File: src/logic/flash_front_pkg.sv
// Shared constants and types of the serial flash interface front end.
// Assumes a single 125 MHz system clock that oversamples the serial pins.
package flash_front_pkg;

  // ---------------------------------------------------------------
  // Timing
  // ---------------------------------------------------------------
  localparam int CLK_MHZ = 125;
  // Least low time of the hardware reset pin, in ns (plain default)
  localparam int RESET_LOW_MIN_NS = 1000;
  localparam int RESET_LOW_CYCLES = (RESET_LOW_MIN_NS * CLK_MHZ + 999) / 1000;
  localparam int DUMMY_CLKS_DEFAULT = 8;

  // ---------------------------------------------------------------
  // Opcodes
  // ---------------------------------------------------------------
  localparam logic [7:0] OP_RESET_ENABLE = 8'h66;
  localparam logic [7:0] OP_RESET = 8'h99;
  localparam logic [7:0] OP_ENTER_FOUR_WIRE = 8'h38;
  localparam logic [7:0] OP_EXIT_FOUR_WIRE = 8'hff;
  localparam logic [7:0] OP_WRITE_VOL_CFG = 8'h81;
  localparam logic [7:0] OP_QUAD_OUT_READ3 = 8'h6b;
  localparam logic [7:0] OP_QUAD_OUT_READ4 = 8'h6c;
  localparam logic [7:0] OP_QUAD_IO_READ3 = 8'heb;
  localparam logic [7:0] OP_QUAD_IO_READ4 = 8'hec;
  localparam logic [7:0] OP_DTR_IO_READ3 = 8'hed;
  localparam logic [7:0] OP_DTR_IO_READ4 = 8'hee;
  localparam logic [7:0] OP_QUAD_PROG3 = 8'h32;
  localparam logic [7:0] OP_QUAD_PROG4 = 8'h34;

  // ---------------------------------------------------------------
  // Configuration byte 0
  // ---------------------------------------------------------------
  localparam logic [7:0] CFG_QDTR_A = 8'he7;
  localparam logic [7:0] CFG_QDTR_B = 8'hc7;
  localparam int CFG_DQS_EN_BIT = 1;
  localparam logic [5:0] ADDR_BITS3 = 6'd24;
  localparam logic [5:0] ADDR_BITS4 = 6'd32;
  localparam logic [3:0] BITS_PER_BYTE = 4'd8;
  localparam logic [2:0] UNIT_FIRST = 3'h0;

  // ---------------------------------------------------------------
  // Types
  // ---------------------------------------------------------------
  typedef enum logic [1:0] {
    MODE_SPI = 2'b00,
    MODE_FOUR_WIRE = 2'b01,
    MODE_QDTR = 2'b11
  } mode_type;

  typedef enum logic [2:0] {
    PH_IDLE = 3'b000,
    PH_CMD = 3'b001,
    PH_ADDR = 3'b011,
    PH_DUMMY = 3'b010,
    PH_DATA_OUT = 3'b110,
    PH_DATA_IN = 3'b111,
    PH_CFG = 3'b101,
    PH_HOLD = 3'b100
  } phase_type;

  // One read byte with its single-error-correction mark
  typedef struct packed {
    logic ecc;
    logic [7:0] data;
  } rd_word_type;

endpackage

File: src/logic/bit_sync.sv
// Two-flop synchroniser for a group of asynchronous levels.
// Assumes the inputs change no faster than the clock can observe.
module bit_sync #(
  parameter int W = 1,
  parameter logic [W-1:0] INIT = '0
) (
  // Clock and reset
  input wire logic clk,
  input wire logic reset,
  // Levels
  input wire logic [W-1:0] d,
  output logic [W-1:0] q
);

  typedef struct packed {
    logic [W-1:0] s1;
    logic [W-1:0] s2;
  } sync_type;

  sync_type st_r;
  sync_type st_nxt;

  // First stage feeds only the second
  always_comb begin
    st_nxt = st_r;
    st_nxt.s1 = d;
    st_nxt.s2 = st_r.s1;
  end

  always_ff @(posedge clk or posedge reset) begin
    if (reset) begin
      st_r <= '{s1: INIT, s2: INIT};
    end else begin
      st_r <= st_nxt;
    end
  end

  assign q = st_r.s2;

endmodule // bit_sync

File: src/logic/stream_fifo.sv
// Small first-word-fall-through FIFO with valid/ready on both sides.
// Assumes one clock; full and empty are registered flags.
module stream_fifo #(
  parameter int WIDTH = 9,
  parameter int DEPTH = 4
) (
  // Clock and reset
  input wire logic clk,
  input wire logic reset,
  // Filling side
  input wire logic in_valid,
  output logic in_ready,
  input wire logic [WIDTH-1:0] in_data,
  // Draining side
  output logic out_valid,
  input wire logic out_ready,
  output logic [WIDTH-1:0] out_data
);

  localparam int AW = $clog2(DEPTH);

  // Pointers wrap freely, so only powers of two are served
  if (DEPTH < 2 || (1 << AW) != DEPTH) begin : g_bad_depth
    $error("stream_fifo depth must be a power of two, at least 2");
  end

  typedef struct packed {
    logic [DEPTH-1:0][WIDTH-1:0] mem;
    logic [AW-1:0] wp;
    logic [AW-1:0] rp;
    logic [AW:0] cnt;
    logic full;
    logic empty;
  } fifo_type;

  localparam fifo_type FIFO_RST = '{mem: '0, wp: '0, rp: '0, cnt: '0,
                                    full: 1'b0, empty: 1'b1};

  fifo_type st_r;
  fifo_type st_nxt;
  logic push;
  logic pop;

  // Pointer and level update
  always_comb begin
    st_nxt = st_r;
    push = in_valid && !st_r.full;
    pop = out_ready && !st_r.empty;
    if (push) begin
      st_nxt.mem[st_r.wp] = in_data;
      st_nxt.wp = st_r.wp + 1'b1;
    end
    if (pop) begin
      st_nxt.rp = st_r.rp + 1'b1;
    end
    if (push && !pop) begin
      st_nxt.cnt = st_r.cnt + 1'b1;
    end else if (pop && !push) begin
      st_nxt.cnt = st_r.cnt - 1'b1;
    end
    st_nxt.full = (st_nxt.cnt == (AW+1)'(DEPTH));
    st_nxt.empty = (st_nxt.cnt == '0);
  end

  always_ff @(posedge clk or posedge reset) begin
    if (reset) begin
      st_r <= FIFO_RST;
    end else begin
      st_r <= st_nxt;
    end
  end

  assign in_ready = !st_r.full;
  assign out_valid = !st_r.empty;
  assign out_data = st_r.mem[st_r.rp];

endmodule // stream_fifo

File: src/logic/flash_front.sv
// Serial flash front end: opcode decode, mode switching, quad/DTR data
// shifting, read strobe, ECC indicator and hardware reset pin.
// Assumes the serial pins are asynchronous to clk and at least four times
// slower; the array side feeds read bytes and takes programmed bytes.
module flash_front #(
  parameter int DUMMY_CLKS = flash_front_pkg::DUMMY_CLKS_DEFAULT,
  parameter int FIFO_DEPTH = 4
) (
  // Clock and reset
  input wire logic clk,
  input wire logic reset,
  // Serial pins (io_in[2] is write_guard_io2)
  input wire logic sclk,
  input wire logic cs_n,
  input wire logic reset_pin_n,
  input wire logic [3:0] io_in,
  output logic [3:0] io_out,
  output logic [3:0] io_oe_n,
  // Strobe and open-drain ECC flag
  output logic dqs_out,
  output logic dqs_oe_n,
  output logic ecc_fix_flag_n_out,
  output logic ecc_fix_flag_n_oe_n,
  // Array side: read requests and read bytes
  output logic [31:0] rd_addr,
  output logic rd_start,
  input wire logic rd_word_valid,
  output logic rd_word_ready,
  input wire flash_front_pkg::rd_word_type rd_word,
  // Array side: programmed bytes
  output logic [7:0] wr_data,
  output logic wr_valid,
  // Status
  output flash_front_pkg::mode_type mode_state
);

  if (DUMMY_CLKS < 1 || DUMMY_CLKS > 255) begin : g_bad_dummy
    $error("flash_front dummy clocks must lie in 1..255");
  end

  // ---------------------------------------------------------------
  // State
  // ---------------------------------------------------------------
  typedef struct packed {
    flash_front_pkg::phase_type phase;
    flash_front_pkg::mode_type mode;
    logic dqs_en;
    logic rst_armed;
    logic [7:0] sh;
    logic [3:0] bitcnt;
    logic [31:0] addr;
    logic [5:0] abits;
    logic [5:0] atotal;
    logic addr_quad;
    logic xfer_dtr;
    logic is_read;
    logic [7:0] dcnt;
    logic [7:0] out_byte;
    logic nib;
    logic live;
    logic [2:0] unit_idx;
    logic ecc_hold;
    logic [15:0] rst_cnt;
    logic sclk_d;
    logic [3:0] io_out;
    logic [3:0] io_oe_n;
    logic dqs_out;
    logic dqs_oe_n;
    logic ecs_level;
    logic ecs_oe_n;
    logic [31:0] rd_addr;
    logic rd_start;
    logic [7:0] wr_data;
    logic wr_valid;
  } front_type;

  localparam front_type FRONT_RST = '{
    phase: flash_front_pkg::PH_IDLE, mode: flash_front_pkg::MODE_SPI,
    dqs_en: 1'b1, io_oe_n: 4'hf, dqs_oe_n: 1'b1, ecs_oe_n: 1'b1,
    default: '0};

  localparam logic [7:0] DUMMY_LAST = 8'(DUMMY_CLKS - 1);
  localparam logic [15:0] RST_LAST = 16'(flash_front_pkg::RESET_LOW_CYCLES);

  front_type st_r;
  front_type st_nxt;

  // ---------------------------------------------------------------
  // Helpers
  // ---------------------------------------------------------------
  function automatic logic [7:0] take_in(input logic [7:0] sh,
                                         input logic [3:0] io,
                                         input logic quad);
    return quad ? {sh[3:0], io} : {sh[6:0], io[0]};
  endfunction

  function automatic logic [3:0] step(input logic quad);
    return quad ? 4'd4 : 4'd1;
  endfunction

  // ---------------------------------------------------------------
  // Pin synchronisers and read FIFO
  // ---------------------------------------------------------------
  logic sclk_s;
  logic cs_n_s;
  logic rst_pin_s;
  logic [3:0] io_s;

  // Idle levels: clock low, select and reset pin high, lines high
  bit_sync #(.W(7), .INIT(7'h3f)) u_sync (
    .clk(clk),
    .reset(reset),
    .d({sclk, cs_n, reset_pin_n, io_in}),
    .q({sclk_s, cs_n_s, rst_pin_s, io_s})
  );

  logic fifo_valid;
  logic fifo_pop;
  flash_front_pkg::rd_word_type fifo_word;

  stream_fifo #(.WIDTH($bits(flash_front_pkg::rd_word_type)), .DEPTH(FIFO_DEPTH)) u_fifo (
    .clk(clk),
    .reset(reset),
    .in_valid(rd_word_valid),
    .in_ready(rd_word_ready),
    .in_data(rd_word),
    .out_valid(fifo_valid),
    .out_ready(fifo_pop),
    .out_data(fifo_word)
  );

  logic rise_w;
  logic fall_w;
  logic dtr_w;
  logic rst_done_w;
  // Edges come from the second sync stage and its delayed copy only
  assign rise_w = sclk_s && !st_r.sclk_d;
  assign fall_w = !sclk_s && st_r.sclk_d;
  assign dtr_w = st_r.xfer_dtr;
  assign rst_done_w = !rst_pin_s && (st_r.rst_cnt == RST_LAST);
  // Pop at the start of each byte; an empty FIFO leaves the byte stale
  assign fifo_pop = !cs_n_s && (st_r.phase == flash_front_pkg::PH_DATA_OUT)
                    && (fall_w || (rise_w && dtr_w)) && !st_r.nib;

  // ---------------------------------------------------------------
  // Command engine
  // ---------------------------------------------------------------
  always_comb begin
    logic quad;
    logic [7:0] b;
    logic ecc_now;
    quad = 1'b0;
    b = '0;
    ecc_now = 1'b0;
    st_nxt = st_r;
    st_nxt.rd_start = 1'b0;
    st_nxt.wr_valid = 1'b0;
    st_nxt.sclk_d = sclk_s;
    if (cs_n_s) begin
      // Deselect ends any command and floats every output
      st_nxt.phase = flash_front_pkg::PH_IDLE;
      st_nxt.io_oe_n = 4'hf;
      st_nxt.dqs_oe_n = 1'b1;
      st_nxt.ecs_oe_n = 1'b1;
      st_nxt.live = 1'b0;
    end else begin
      // Strobe low from select until data runs, then follows the clock
      st_nxt.dqs_oe_n = !st_r.dqs_en;
      st_nxt.dqs_out = st_r.live ? sclk_s : 1'b0;
      case (st_r.phase)
        flash_front_pkg::PH_IDLE: begin
          st_nxt.phase = flash_front_pkg::PH_CMD;
          st_nxt.bitcnt = '0;
          st_nxt.addr = '0;
          st_nxt.abits = '0;
          st_nxt.xfer_dtr = 1'b0;
        end
        flash_front_pkg::PH_CMD: begin
          // Opcode always on rising edges, four lines outside single mode
          quad = (st_r.mode != flash_front_pkg::MODE_SPI);
          if (rise_w) begin
            b = take_in(st_r.sh, io_s, quad);
            st_nxt.sh = b;
            st_nxt.bitcnt = st_r.bitcnt + step(quad);
            if (st_nxt.bitcnt == flash_front_pkg::BITS_PER_BYTE) begin
              st_nxt.bitcnt = '0;
              st_nxt.phase = flash_front_pkg::PH_HOLD;
              st_nxt.rst_armed = (b == flash_front_pkg::OP_RESET_ENABLE);
              st_nxt.addr_quad = quad;
              st_nxt.xfer_dtr = (st_r.mode == flash_front_pkg::MODE_QDTR);
              st_nxt.atotal = flash_front_pkg::ADDR_BITS3;
              st_nxt.is_read = 1'b1;
              case (b)
                flash_front_pkg::OP_RESET: begin
                  if (st_r.rst_armed) begin
                    st_nxt.mode = flash_front_pkg::MODE_SPI;
                    st_nxt.dqs_en = 1'b1;
                  end
                end
                flash_front_pkg::OP_ENTER_FOUR_WIRE: begin
                  if (st_r.mode == flash_front_pkg::MODE_SPI) begin
                    st_nxt.mode = flash_front_pkg::MODE_FOUR_WIRE;
                  end
                end
                flash_front_pkg::OP_EXIT_FOUR_WIRE: begin
                  if (st_r.mode == flash_front_pkg::MODE_FOUR_WIRE) begin
                    st_nxt.mode = flash_front_pkg::MODE_SPI;
                  end
                end
                flash_front_pkg::OP_WRITE_VOL_CFG: st_nxt.phase = flash_front_pkg::PH_CFG;
                flash_front_pkg::OP_QUAD_OUT_READ3, flash_front_pkg::OP_QUAD_OUT_READ4: begin
                  st_nxt.phase = flash_front_pkg::PH_ADDR;
                end
                flash_front_pkg::OP_QUAD_IO_READ3, flash_front_pkg::OP_QUAD_IO_READ4: begin
                  st_nxt.phase = flash_front_pkg::PH_ADDR;
                  st_nxt.addr_quad = 1'b1;
                end
                flash_front_pkg::OP_DTR_IO_READ3, flash_front_pkg::OP_DTR_IO_READ4: begin
                  st_nxt.phase = flash_front_pkg::PH_ADDR;
                  st_nxt.addr_quad = 1'b1;
                  st_nxt.xfer_dtr = 1'b1;
                end
                flash_front_pkg::OP_QUAD_PROG3, flash_front_pkg::OP_QUAD_PROG4: begin
                  st_nxt.phase = flash_front_pkg::PH_ADDR;
                  st_nxt.is_read = 1'b0;
                end
                default: st_nxt.phase = flash_front_pkg::PH_HOLD;
              endcase
              // The second opcode of each pair carries a four-byte address
              if (b == flash_front_pkg::OP_QUAD_OUT_READ4 || b == flash_front_pkg::OP_QUAD_IO_READ4
                  || b == flash_front_pkg::OP_DTR_IO_READ4
                  || b == flash_front_pkg::OP_QUAD_PROG4) begin
                st_nxt.atotal = flash_front_pkg::ADDR_BITS4;
              end
            end
          end
        end
        flash_front_pkg::PH_ADDR: begin
          if (rise_w || (fall_w && dtr_w)) begin
            quad = st_r.addr_quad;
            st_nxt.addr = quad ? {st_r.addr[27:0], io_s} : {st_r.addr[30:0], io_s[0]};
            st_nxt.abits = st_r.abits + 6'(step(quad));
            if (st_nxt.abits == st_r.atotal) begin
              st_nxt.dcnt = '0;
              st_nxt.bitcnt = '0;
              st_nxt.unit_idx = st_nxt.addr[2:0];
              st_nxt.ecc_hold = 1'b0; // No flag carried over from an earlier read
              if (st_r.is_read) begin
                st_nxt.phase = flash_front_pkg::PH_DUMMY;
                st_nxt.rd_addr = st_nxt.addr;
                st_nxt.rd_start = 1'b1;
              end else begin
                st_nxt.phase = flash_front_pkg::PH_DATA_IN;
              end
            end
          end
        end
        flash_front_pkg::PH_DUMMY: begin
          if (rise_w) begin
            st_nxt.dcnt = st_r.dcnt + 1'b1;
            if (st_r.dcnt == DUMMY_LAST) begin
              st_nxt.phase = flash_front_pkg::PH_DATA_OUT;
              st_nxt.nib = 1'b0;
            end
          end
        end
        flash_front_pkg::PH_DATA_OUT: begin
          // Nibbles change on falling edges, and on rising ones too in DTR
          if (fall_w || (rise_w && dtr_w)) begin
            st_nxt.io_oe_n = 4'h0;
            st_nxt.live = 1'b1;
            st_nxt.nib = !st_r.nib;
            if (!st_r.nib) begin
              if (fifo_valid) begin
                st_nxt.out_byte = fifo_word.data;
                ecc_now = fifo_word.ecc;
              end
              st_nxt.io_out = st_nxt.out_byte[7:4];
              // A unit's flag starts fresh at its first byte
              if (st_r.unit_idx == flash_front_pkg::UNIT_FIRST) begin
                st_nxt.ecc_hold = ecc_now;
              end else begin
                st_nxt.ecc_hold = st_r.ecc_hold || ecc_now;
              end
              st_nxt.unit_idx = st_r.unit_idx + 1'b1;
            end else begin
              st_nxt.io_out = st_r.out_byte[3:0];
            end
          end
          st_nxt.ecs_oe_n = !st_nxt.ecc_hold;
        end
        flash_front_pkg::PH_DATA_IN: begin
          if (rise_w || (fall_w && dtr_w)) begin
            b = take_in(st_r.sh, io_s, 1'b1);
            st_nxt.sh = b;
            st_nxt.bitcnt = st_r.bitcnt + step(1'b1);
            if (st_nxt.bitcnt == flash_front_pkg::BITS_PER_BYTE) begin
              st_nxt.bitcnt = '0;
              st_nxt.wr_data = b;
              st_nxt.wr_valid = 1'b1;
            end
          end
        end
        flash_front_pkg::PH_CFG: begin
          quad = (st_r.mode != flash_front_pkg::MODE_SPI);
          if (rise_w) begin
            b = take_in(st_r.sh, io_s, quad);
            st_nxt.sh = b;
            st_nxt.bitcnt = st_r.bitcnt + step(quad);
            if (st_nxt.bitcnt == flash_front_pkg::BITS_PER_BYTE) begin
              st_nxt.phase = flash_front_pkg::PH_HOLD;
              st_nxt.dqs_en = b[flash_front_pkg::CFG_DQS_EN_BIT];
              if (b == flash_front_pkg::CFG_QDTR_A || b == flash_front_pkg::CFG_QDTR_B) begin
                st_nxt.mode = flash_front_pkg::MODE_QDTR;
              end else if (st_r.mode == flash_front_pkg::MODE_QDTR) begin
                st_nxt.mode = flash_front_pkg::MODE_SPI;
              end
            end
          end
        end
        default: begin
        end
      endcase
    end
    // Reset pin overrides everything once held low long enough
    if (rst_pin_s) begin
      st_nxt.rst_cnt = '0;
    end else if (!rst_done_w) begin
      st_nxt.rst_cnt = st_r.rst_cnt + 1'b1;
    end else begin
      st_nxt = FRONT_RST;
      st_nxt.rst_cnt = st_r.rst_cnt;
      st_nxt.sclk_d = sclk_s;
    end
  end

  always_ff @(posedge clk or posedge reset) begin
    if (reset) begin
      st_r <= FRONT_RST;
    end else begin
      st_r <= st_nxt;
    end
  end

  assign io_out = st_r.io_out;
  assign io_oe_n = st_r.io_oe_n;
  assign dqs_out = st_r.dqs_out;
  assign dqs_oe_n = st_r.dqs_oe_n;
  assign ecc_fix_flag_n_out = st_r.ecs_level;
  assign ecc_fix_flag_n_oe_n = st_r.ecs_oe_n;
  assign rd_addr = st_r.rd_addr;
  assign rd_start = st_r.rd_start;
  assign wr_data = st_r.wr_data;
  assign wr_valid = st_r.wr_valid;
  assign mode_state = st_r.mode;
endmodule // flash_front

File: config.mk
export PLATFORM = sky130hd
export DESIGN_NAME = flash_front
export DESIGN_NICKNAME = d
export VERILOG_FILES = /design/src/logic/flash_front_pkg.sv /design/src/logic/bit_sync.sv /design/src/logic/stream_fifo.sv /design/src/logic/flash_front.sv
export SDC_FILE = /design/constraint.sdc
export NUM_CORES = 1
export LEC_CHECK = 0
export BUFFER_PORTS_ARGS = -buffer_cell sky130_fd_sc_hd__buf_4
export CAP_MARGIN = 15
export CORE_MARGIN = 5
export CORE_UTILIZATION = 50
export DETAILED_ROUTE_END_ITERATION = 12
export PLACE_DENSITY = 0.73
export SLEW_MARGIN = 20
export SYNTH_ARGS = -nofsm -noshare
export SYNTH_HDL_FRONTEND = slang
export SYNTH_SLANG_ARGS = --single-unit
File: constraint.sdc
create_clock -name clk -period 7.8 [get_ports clk]
set_clock_uncertainty 0.15 [all_clocks]
set_input_delay 0.39 -clock clk [delete_from_list [all_inputs] [get_ports clk]]
set_output_delay 0.39 -clock clk [all_outputs]
set_load 0.02 [all_outputs]
Yosys cells after proc, flatten, opt, wreduce, memory -nomap -nowiden

Index checks and enable logic that the tools add are counted.
W data, S select, Z words.

Flip-flop bits (word level): 217
Latch bits: 0
RAM bits: 0
Memory bits (read-only): 0
Bits of input ports: 19
Word-level logic and storage cells: 224
Memories: 0

Add/subtract/negate cells: 10
Multipliers: 0
Divide/modulo/power cells: 0
Order comparisons: 3
Eq/ne operators: 30
Shift operators: 0
Mux-type cells: 101
Bitwise operators: 0
Reductions and logical operators: 40

Operators by type and width:

| kind                 | number |
|---|---|
| $mux W88             | 2 |
| $mux W33             | 4 |
| $mux W54             | 2 |
| $mux W42             | 2 |
| $mux W80             | 1 |
| $pmux W38 S2         | 1 |
| $eq A8 B8 Y1 const B | 9 |
| $mux W8              | 9 |
| $mux W9              | 7 |
| $mux W14             | 3 |
| $mux W4              | 10 |
| $bwmux W36           | 1 |
| $mux W3              | 11 |
| $mux W16             | 2 |
| $mux W32             | 1 |
| $eq A8 B6 Y1 const B | 3 |
| $eq A8 B7 Y1 const B | 3 |
| $mux W12             | 2 |
| $pmux W8 S3          | 1 |
| $mux W1              | 21 |
| $pmux W4 S5          | 1 |
| $mux W19             | 1 |
| $bmux W9 S2          | 1 |
| $demux W9 S2         | 1 |
| 38 further kinds     | 85 |

Logic depth before layout (Yosys ltp)

Gate-level depths: netlist of the first run.

Depth in word-level cells: 18
Gate-level depth with buffers: 12

By module

A second synthesis of the first run with hierarchy kept.

Cell total of the unflattened synthesis: 1207
Area, all modules: 11653.7 um2

By module, submodules not included:

| module      | instances | cells an instance | area an instance (um2) | seq. area each (um2) |
|---|---|---|---|---|
| flash_front | 1         | 1053              | 9207.6                 | 3912.5 |
| stream_fifo | 1         | 139               | 2077.0                 | 1127.3 |
| bit_sync    | 1         | 15                | 369.1                  | 365.4 |

Worst setup path before layout of the first run

OpenSTA, ideal clock, no wires.

Path type: reg2reg
Start point: reg st_r[95] (netlist bit)
End point: reg st_r[87] (netlist bit)
Library setup time: 151 ps
Arrival: 3090 ps
Required time: 7499 ps
Slack: 4409 ps
Cell stages (with the launch flop): 11
Buffers on the path: 2
Clock period less this slack: 3391 ps
Path through: dfrtp_1 clkbuf_1 clkbuf_1 inv_1 ha_1 ha_1 xor2_1 a2111oi_0 nand4bb_1 a2111oi_4 a311oi_1

RTL lines:

| what                   | RTL line           | text |
|---|---|---|
| from (decl)            | flash_front.sv:85  | `front_type st_r;` |
| from (signal assigned) | flash_front.sv:341 | `st_r <= st_nxt;` |

==> impl_metrics.json, run 1 <==
{
  "synth_cell_types": 73,
  "clk_path_buf_depth": 3,
  "synth_top_cell_by_area": "dfrtp_1",
  "r2r-end": "st_r[88]",
  "grt_max_degree": 143,
  "drt_wl_total_mm": 25.7,
  "gp_routability_congestion": 0.901,
  "syn_avg_cell_area_um2": 10.1,
  "critPathLaunch": "st_r[95]",
  "gr-usage-met3_pct": 3.27,
  "firstDrtPassIters": 5,
  "dr_total_vias": 8497,
  "path_max_fanout": 20,
  "p_per_area_nw_per_um2": 225,
  "wl_per_cell_um": 17.7,
  "slew_headroom_pct": 30.8,
  "fin_nets": 1184,
  "pre_cts_ws_ns": 3.45,
  "worst_pin_slew_ns": 1.03,
  "critPathKind": "reg -> reg",
  "synth_seq_cells": 215,
  "drv_slew": 0,
  "track_usage_pct": 19.5,
  "synthAdderAreaFrac_pct": 1.85,
  "ys_warn_count": 0,
  "tns_ns": 0,
  "setup_viol_count_final": 0,
  "die_y_um": 161,
  "path_clk_slew_ns": 0.06,
  "period_share_pct": 55.9,
  "muxShareOfSynthArea_pct": 13.1,
  "die_w_um": 161,
  "io_pins": 76,
  "areaGrowthSynthToFinish_pct": 11.9,
  "dieArea_um2": 26100,
  "cts_setup_buffers": 0,
  "utilization_pct": 56.7,
  "synth_top_family_by_area": "simple AND/OR/NAND/NOR gates",
  "synth.area.top_cells": "dfrtp_1 (43%), mux2_2 (6.6%), mux2i_1 (4.8%)",
  "io_buffers": 74,
  "antenna_left": 0,
  "outcome": "finished, final reports clean",
  "grt_antenna_before_repair": 0,
  "synth_area_um2": 11500,
  "period_needed_ns": 4.36,
  "synth_compound_area_share_pct": 12.3,
  "syn_nets": 1176,
  "fp.coreArea_um2": 22600,
  "max_freq_mhz": 229,
  "use_met2_pct": 31.4,
  "rsz0062_at_grt": "no",
  "grt_pass1_wl_mm": 43.1,
  "synth_top_area_share_pct": 42.5,
  "busiest_layer": "met2",
  "rows": 55,
  "hold_class": "reg -> reg",
  "drive_gt1_share_pct": 20.0,
  "clk_latency_ns": 0.51,
  "final_cell_mix": "dfrtp_1 (195), nor2_1 (144), buf_4 (82), a21oi_1 (77), nand2_1 (76)",
  "grt_pass1_vias": 8352,
  "cts_tree": "done",
  "drc": 0,
  "synth_ff_type": "dfrtp_1",
  "synth_edf_count": 0,
  "cts_inserted_buffers": 24,
  "synthXorXnorAreaFrac_pct": 2.42,
  "postSynthCellCount": 1140,
  "ff2ff_path_depth": 7,
  "cp-start-kind": "flop",
  "setup_slack_ns": 3.44,
  "met1_usage_pct": 27.6,
  "regToRegSetupSlack_ns": 3.44,
  "ys_async_sr_fraction_pct": 100,
  "seq_area_frac_synth_pct": 47.1,
  "drt_iter0_markers": 661,
  "ir_drop_v": 0.000232,
  "required_ns": 7.99,
  "antenna_cells": 0,
  "p_leak_nw": 5.78,
  "h-tree-depth": 1,
  "initial_core_util_pct": 50.7,
  "cp.arrival_ns": 4.55,
  "avgViaCountPerCell": 5.86,
  "cts_root_buf": "clkbuf_16",
  "yosys.area_share.simple_pct": 16.5,
  "dp.cells": 1390,
  "crit_end": "st_r[88]",
  "cap_violations": 0,
  "clock_sinks": 215,
  "power_w": 0.00289,
  "r2r_start": "st_r[95]",
  "fill_cells": 1875,
  "final_cells": 1451,
  "final_common_cell": "dfrtp_1",
  "hpwl_mm": 16.5,
  "overflow": 0,
  "hold_viol_final": 0,
  "end_kind": "flop"
}
## kinds of logic after synthesis
| kind of cell | Yosys count |
|---|---|
| compound gates | 218 |
| xor+xnor | 30 |
| fa+ha+maj | 17 |
| buf+inv | 146 |
| flops | 215 |
| mux | 131 |
| other cells | 1 |
| simple gates | 382 |
## worst max-delay path, cell delays in order (launching register included)
cell       delay, ns
dfrtp_1         0.70
buf_4           0.39
ha_1            0.33
xor3_1          0.39
a2111oi_0       0.54
nand4bb_1       0.69
a2111oi_4       0.81
a311oi_1        0.19
## Yosys cell counts (all sizes together), types with 5 or more instances
cell type / number
dfrtp: 195
nor2: 146
a21oi: 77
nand2: 76
buf: 71
mux2: 67
mux2i: 55
o21ai: 47
clkbuf: 46
and3: 42
inv: 29
a31oi: 22
dfstp: 20
nor3: 19
ha: 17
xnor2: 16
xor2: 13
a211oi: 12
nand4: 12
nor2b: 11
nand2b: 10
nand3: 10
nor4: 10
or3: 10
a2111oi: 9
mux4: 9
nand3b: 6
nor4bb: 6
o211ai: 6
and2: 5
nor4b: 5
## layer usage
layer / routed length, um / vias up
met4: 513 / 0
met3: 1300 / 43
met2: 12100 / 208
met5: 0 / -
met1: 11800 / 4208
li1: - / 4038
## repair_timing
| item | in CTS | in global routing |
|---|---|---|
| resized for setup | 0 | 0 |
| hold buffers | 16 | 1 |
| endpoints found under the hold margin | 42 | 131 |
## per-stage QoR
| step | hold slack (ns) | instance area [um^2] |
|---|---|---|
| finish | 0.205 | 12800 |
| detailed placement | 0.197 | 11800 |
| CTS | 0.00139 | 12800 |
| floorplan | 0.181 | 11500 |
| global placement | 0.196 | 11800 |
| global route | 0.207 | 12800 |
## registers in the layout, indices dropped and copies added (netlist names)
name                 count
io_oe_n                  4
dqs_out                  1
u_sync.st_nxt            7
mode_state               2
dtr_w                    1
io_out                   4
rd_addr                 32
u_fifo.st_r             45
u_sync.q                 7
dqs_oe_n                 1
wr_valid                 1
rd_start                 1
ecc_fix_flag_n_oe_n      1
wr_data                  8
st_r                   100
## power by group
part	total (W)	switching, W	leakage [nW]	internal [W]
clock	0.00119	0.000452	0.402	0.000733
combinational	0.000382	0.000181	2.55	0.000201
sequential	0.00132	0.0000819	2.83	0.00124
## worst min path at each step
| stage | depth (start not counted) | to | startpoint |
|---|---|---|---|
| 6_report | 0 | u_sync.q[2] | u_sync.st_nxt[2] |
| 5_1_grt | 0 | u_sync.q[2] | u_sync.st_nxt[2] |
| 4_1_cts | 2 | rd_addr[27] | reset |
| 3_5_place_dp | 0 | u_sync.q[2] | u_sync.st_nxt[2] |
| 3_3_place_gp | 0 | u_sync.q[2] | u_sync.st_nxt[2] |
| 2_1_floorplan | 0 | u_sync.q[6] | u_sync.st_nxt[6] |
## final cells by class
| class | count | area, um^2 | share of cell area [%] |
|---|---|---|---|
| Timing Repair Buffer | 99 | 786 | 6.12 |
| Clock inverter | 8 | 123 | 0.956 |
| Clock buffer | 36 | 717 | 5.59 |
| Inverter | 29 | 121 | 0.946 |
| Tap cell | 285 | 357 | 2.78 |
| Multi-Input combinational cell | 779 | 5320 | 41.5 |
| Sequential cell | 215 | 5410 | 42.1 |
(Power assumes the default switching activity.)
==> inputs of run 2 (changes only) <==
--- a/config.mk
+++ b/config.mk
@@ -10,7 +10,7 @@
 export CORE_MARGIN = 5
 export CORE_UTILIZATION = 50
 export DETAILED_ROUTE_END_ITERATION = 12
-export PLACE_DENSITY = 0.73
+export PLACE_DENSITY = 0.75
 export SLEW_MARGIN = 20
 export SYNTH_ARGS = -nofsm -noshare
 export SYNTH_HDL_FRONTEND = slang
==> constraint.sdc (replaced) <==
create_clock -name clk -period 3.85 [get_ports clk]
set_clock_uncertainty 0.15 [all_clocks]
set_input_delay 0.1925 -clock clk [delete_from_list [all_inputs] [get_ports clk]]
set_output_delay 0.1925 -clock clk [all_outputs]
set_load 0.02 [all_outputs]
==> run 2 against run 1 <==
  * Design area rose by 0.72%
  * Power rose by 96%
  * Via count rose by 1.2%
  * Critical endpoint is now st_r[95]
==> impl_metrics.json, run 2 (synthesis gave the netlist of run 1 again) <==
{
  "outcome": "finished, final reports clean",
  "rows": 55,
  "busiest_layer": "met2",
  "drt_wl_total_mm": 26.4,
  "r2r_start": "mode_state[1]",
  "rsz0062_at_grt": "no",
  "hp-start": "rd_word_valid",
  "clk_path_buf_depth": 3,
  "r2r-end": "st_r[95]",
  "h-tree-depth": 1,
  "cts_root_buf": "clkbuf_16",
  "cts_setup_buffers": 0,
  "worst_hold_path.endpoint": "u_fifo.st_r[7]",
  "final_common_cell": "dfrtp_1",
  "period_needed_ns": 3.31,
  "required_ns": 4.06,
  "hold_class": "in -> reg",
  "hpwl_mm": 17.3,
  "track_usage_pct": 20.5,
  "clock_sinks": 215,
  "p_per_area_nw_per_um2": 440,
  "stdcell_area_um2": 12900,
  "avgViaCountPerCell": 5.84,
  "setup_viol_count_final": 0,
  "power_w": 0.00568,
  "areaGrowthSynthToFinish_pct": 12.7,
  "die_y_um": 161,
  "grt_pass1_vias": 8868,
  "dr_total_vias": 8600,
  "critPathKind": "reg -> reg",
  "slew_headroom_pct": 42.1,
  "grt_max_degree": 130,
  "dieArea_um2": 26100,
  "cap_violations": 0,
  "cp.arrival_ns": 3.52,
  "ir_drop_v": 0.000430,
  "antenna_left": 0,
  "path_max_fanout": 9,
  "io_pins": 76,
  "hold_viol_final": 0,
  "io_buffers": 74,
  "regToRegSetupSlack_ns": 0.54,
  "largest_reg_flops": 100,
  "drv_slew": 0,
  "wl_per_cell_um": 17.9,
  "final_cell_mix": "dfrtp_1 (195), nor2_1 (144), buf_4 (101), a21oi_1 (77), nand2_1 (76)",
  "gr-usage-met3_pct": 2.96,
  "ff2ff_path_depth": 9,
  "antenna_cells": 0,
  "cp-start-kind": "flop",
  "die_w_um": 161,
  "tns_ns": 0,
  "path_clk_slew_ns": 0.06,
  "max_freq_mhz": 303,
  "grt_pass1_wl_mm": 45.0,
  "drt_iter0_markers": 693,
  "grt_antenna_before_repair": 0,
  "p_leak_nw": 5.86,
  "fp.coreArea_um2": 22600,
  "use_met2_pct": 33.2,
  "worst_pin_slew_ns": 0.866,
  "gp_routability_congestion": 0.928,
  "timing.hold.ws_ns": 0.0261,
  "overflow": 0,
  "initial_core_util_pct": 50.7,
  "drc": 0,
  "regMostFlops": "st_r",
  "cts_inserted_buffers": 24,
  "period_share_pct": 85.9,
  "holdPathStages": 3,
  "cts_tree": "done",
  "clk_latency_ns": 0.52,
  "met1_usage_pct": 28.8,
  "drive_gt1_share_pct": 21.4,
  "fin_nets": 1205,
  "end_kind": "flop",
  "firstDrtPassIters": 5,
  "postPlaceCellArea_um2": 12000
}
==> run 2: cell types whose count changed in the layout (fill, tap and decap cells not counted), moves of 2 or more <==
cell	before	now
clkbuf_8	5	0
buf_4	82	101
buf_12	0	2
clkinv_2	2	10
==> run 2: report_power, final <==
group	internal, W	switching (W)
clock	0.00129	0.000919
sequential	0.00252	0.000166
combinational	0.000413	0.000379
total	0.00422	0.00146
==> run 2: critical path, stage by stage, from the launching register on <==
cell and delay [ns]:
dfrtp_1 0.51, or3b_4 0.47, inv_1 0.12, ha_1 0.17, xor2_1 0.13, a2111oi_4 0.40, nand3_2 0.13, or3_1 0.50
a2111oi_0 0.47, a211oi_1 0.10
==> run 2: area by class of cell <==
type / instances / area, um^2
inverter: 29 / 113
tap: 285 / 357
sequential: 215 / 5410
clock buffer: 30 / 623
multi-input combinational: 779 / 5320
fill: 1893 / 9720
clock inverter: 14 / 134
timing repair buffer: 120 / 968
==> run 2: worst max path at each step <==
stage,start,endpoint,slack [ns],cells after the start
global placement,mode_state[1],st_r[95],0.71,9
global route,st_r[95],st_r[87],0.26,9
detailed placement,mode_state[1],st_r[95],0.55,9
finish,mode_state[1],st_r[95],0.54,9
floorplan,st_r[95],st_r[87],0.46,10
CTS,mode_state[1],st_r[95],0.53,9
==> run 2: timing repair <==
item                                   CTS  global route
endpoints found under the hold margin  192             0
resized for setup                        0             0
hold buffers                            17             0
==> run 2: per-layer routing <==
metal  wire [um]  up-vias  share of wire [%]
met5           0        -                  0
met4         599        0                2.3
met3        1370       51                5.2
li1            -     4074                  -
met1       11900     4226                 45
met2       12400      249                 47
==> run 2: metrics by stage <==
step | util, % | setup slack [ns] | std cells
floorplan | - | 0.459 | 1140
global placement | 53.0 | 0.705 | 1411
detailed placement | 53.0 | 0.547 | 1411
CTS | 57.1 | 0.532 | 1472
global route | 57.1 | 0.259 | 1472
finish | 57.1 | 0.544 | 1472
==> inputs of run 3 (changes only) <==
--- a/config.mk
+++ b/config.mk
@@ -5,12 +5,12 @@
 export SDC_FILE = /design/constraint.sdc
 export NUM_CORES = 1
 export LEC_CHECK = 0
-export BUFFER_PORTS_ARGS = -buffer_cell sky130_fd_sc_hd__buf_4
 export CAP_MARGIN = 15
 export CORE_MARGIN = 5
 export CORE_UTILIZATION = 50
 export DETAILED_ROUTE_END_ITERATION = 12
-export PLACE_DENSITY = 0.75
+export DONT_BUFFER_PORTS = 1
+export PLACE_DENSITY = 0.73
 export SLEW_MARGIN = 20
 export SYNTH_ARGS = -nofsm -noshare
 export SYNTH_HDL_FRONTEND = slang
==> run 3 against run 2 <==
  * Register-to-register slack better by 0.03 ns
  * Sequential cell count did not move
  * Largest cell class unchanged
  * Power increased by 6.4%
  * Utilization down 1.7 points
  * Cell count down 5.0%
  * Highest routed layer unchanged
  * Clock-buffer cell count unchanged
  * Fmax rose by 0.80%
  * Largest power group unchanged
  * First-iteration DRC count shrank 1.7%
  * Critical endpoint unchanged
  * Design area shrank 2.9%
==> impl_metrics.json, run 3 (synthesis gave the netlist of run 1 again) <==
{
  "largest_reg_flops": 100,
  "antenna_left": 0,
  "grt_pass1_vias": 8220,
  "worst_hold_path.endpoint": "u_sync.st_nxt[0]",
  "cts_resized": 0,
  "grt_pass1_wl_mm": 43.6,
  "drv_slew": 0,
  "rows": 55,
  "max_freq_mhz": 305,
  "setup_slack_ns": 0.570,
  "die_w_um": 161,
  "cts_inserted_buffers": 24,
  "ff2ff_path_depth": 9,
  "holdPathStages": 1,
  "overflow": 0,
  "pre_cts_ws_ns": 0.584,
  "clock_sinks": 215,
  "final_cell_mix": "dfrtp_1 (195), nor2_1 (144), a21oi_1 (77), nand2_1 (76), mux2_2 (67)",
  "rsz0062_at_grt": "no",
  "h-tree-depth": 1,
  "hold_class": "in -> reg",
  "hp-start": "io_in[0]",
  "regToRegSetupSlack_ns": 0.57,
  "cts_root_buf": "clkbuf_16",
  "p_leak_nw": 5.55,
  "fin_nets": 1131,
  "fp.coreArea_um2": 22600,
  "grt_antenna_before_repair": 0,
  "tns_ns": 0,
  "outcome": "finished, final reports clean",
  "io_pins": 76,
  "r2r_start": "mode_state[1]",
  "wl_per_cell_um": 18.7,
  "period_share_pct": 85.2,
  "period_needed_ns": 3.28,
  "r2r-end": "st_r[95]",
  "firstDrtPassIters": 6,
  "clk_latency_ns": 0.54,
  "path_clk_slew_ns": 0.06,
  "io_buffers": 0,
  "final_common_cell": "dfrtp_1",
  "final_cells": 1398,
  "p_per_area_nw_per_um2": 482,
  "areaGrowthSynthToFinish_pct": 9.38,
  "drt_iter0_markers": 681,
  "avgViaCountPerCell": 5.97,
  "ir_drop_v": 0.000449,
  "end_kind": "flop",
  "setup_viol_count_final": 0,
  "gp_routability_congestion": 0.869,
  "dieArea_um2": 26100,
  "drt_wl_total_mm": 26.2,
  "path_max_fanout": 9,
  "required_ns": 4.08,
  "power_w": 0.00605,
  "track_usage_pct": 19.8,
  "die_y_um": 161,
  "grt_max_degree": 95,
  "regMostFlops": "st_r",
  "hpwl_mm": 17.3,
  "initial_core_util_pct": 50.7,
  "clk_path_buf_depth": 3,
  "drive_gt1_share_pct": 16.5,
  "cp-start-kind": "flop",
  "cts_tree": "done",
  "dr_total_vias": 8346,
  "cts_setup_buffers": 0,
  "cp.arrival_ns": 3.51,
  "dp.cells": 1336,
  "antenna_cells": 0,
  "hold_viol_final": 0,
  "fill_cells": 1905,
  "timing.hold.ws_ns": 0.0481,
  "cap_violations": 0,
  "slew_headroom_pct": 44.0,
  "drc": 0,
  "critPathKind": "reg -> reg",
  "worst_pin_slew_ns": 0.838
}
run 3: final cells by class:
class	count	area [um^2]	share of cell area, %
repair buffers	46	428	3.41
flip-flops and latches	215	5410	43.1
inverters	29	113	0.898
well taps	285	357	2.84
clock inverters	14	239	1.90
clock buffers	30	683	5.45
multi-input cells	779	5320	42.4
run 3: power by group:
| group | internal (W) | leakage [nW] | total, W | switching, W |
|---|---|---|---|---|
| Sequential | 0.00252 | 2.83 | 0.00269 | 0.000172 |
| Clock | 0.00161 | 0.442 | 0.00259 | 0.000981 |
| Combinational | 0.000398 | 2.27 | 0.000771 | 0.000373 |
| Total | 0.00452 | 5.55 | 0.00605 | 0.00153 |
run 3: worst max-delay path, cell delays in order (launching register included):
cell and delay (ns):
dfrtp_1 0.46, or3b_4 0.45, inv_1 0.14, ha_1 0.18, xor2_1 0.12, a2111oi_4 0.40, nand3_2 0.13, or3_1 0.51
a2111oi_0 0.50, a211oi_1 0.10
run 3: per-stage QoR:
step                utilization, %  instance area (um^2)
global route                  55.4                 12500
finish                        55.4                 12500
detailed placement            50.5                 11400
global placement              50.5                 11400
floorplan                        -                 11500
CTS                           55.4                 12500
run 3: worst max-delay path by stage:
stage / from / to / slack [ns] / cells past startpoint
4_1_cts: mode_state[1] / st_r[95] / 0.59 / 9
3_3_place_gp: mode_state[1] / st_r[95] / 0.78 / 9
5_1_grt: st_r[95] / st_r[88] / 0.41 / 9
2_1_floorplan: st_r[95] / st_r[87] / 0.46 / 10
6_report: mode_state[1] / st_r[95] / 0.57 / 9
3_5_place_dp: mode_state[1] / st_r[95] / 0.58 / 9
run 3: repair_timing:
item,4_1_cts,5_1_grt
hold buffers,18,0
setup endpoints to repair,0,0
hold endpoints to repair,242,0
run 3: layer usage:
| metal | vias to the layer above | GRT usage [%] | wire (um) |
|---|---|---|---|
| li1 | 3912 | - | - |
| met1 | 4160 | 28.0 | 11500 |
| met3 | 41 | 3.29 | 1520 |
| met5 | - | 0 | 0 |
| met2 | 233 | 32.3 | 12600 |
| met4 | 0 | 4.69 | 551 |
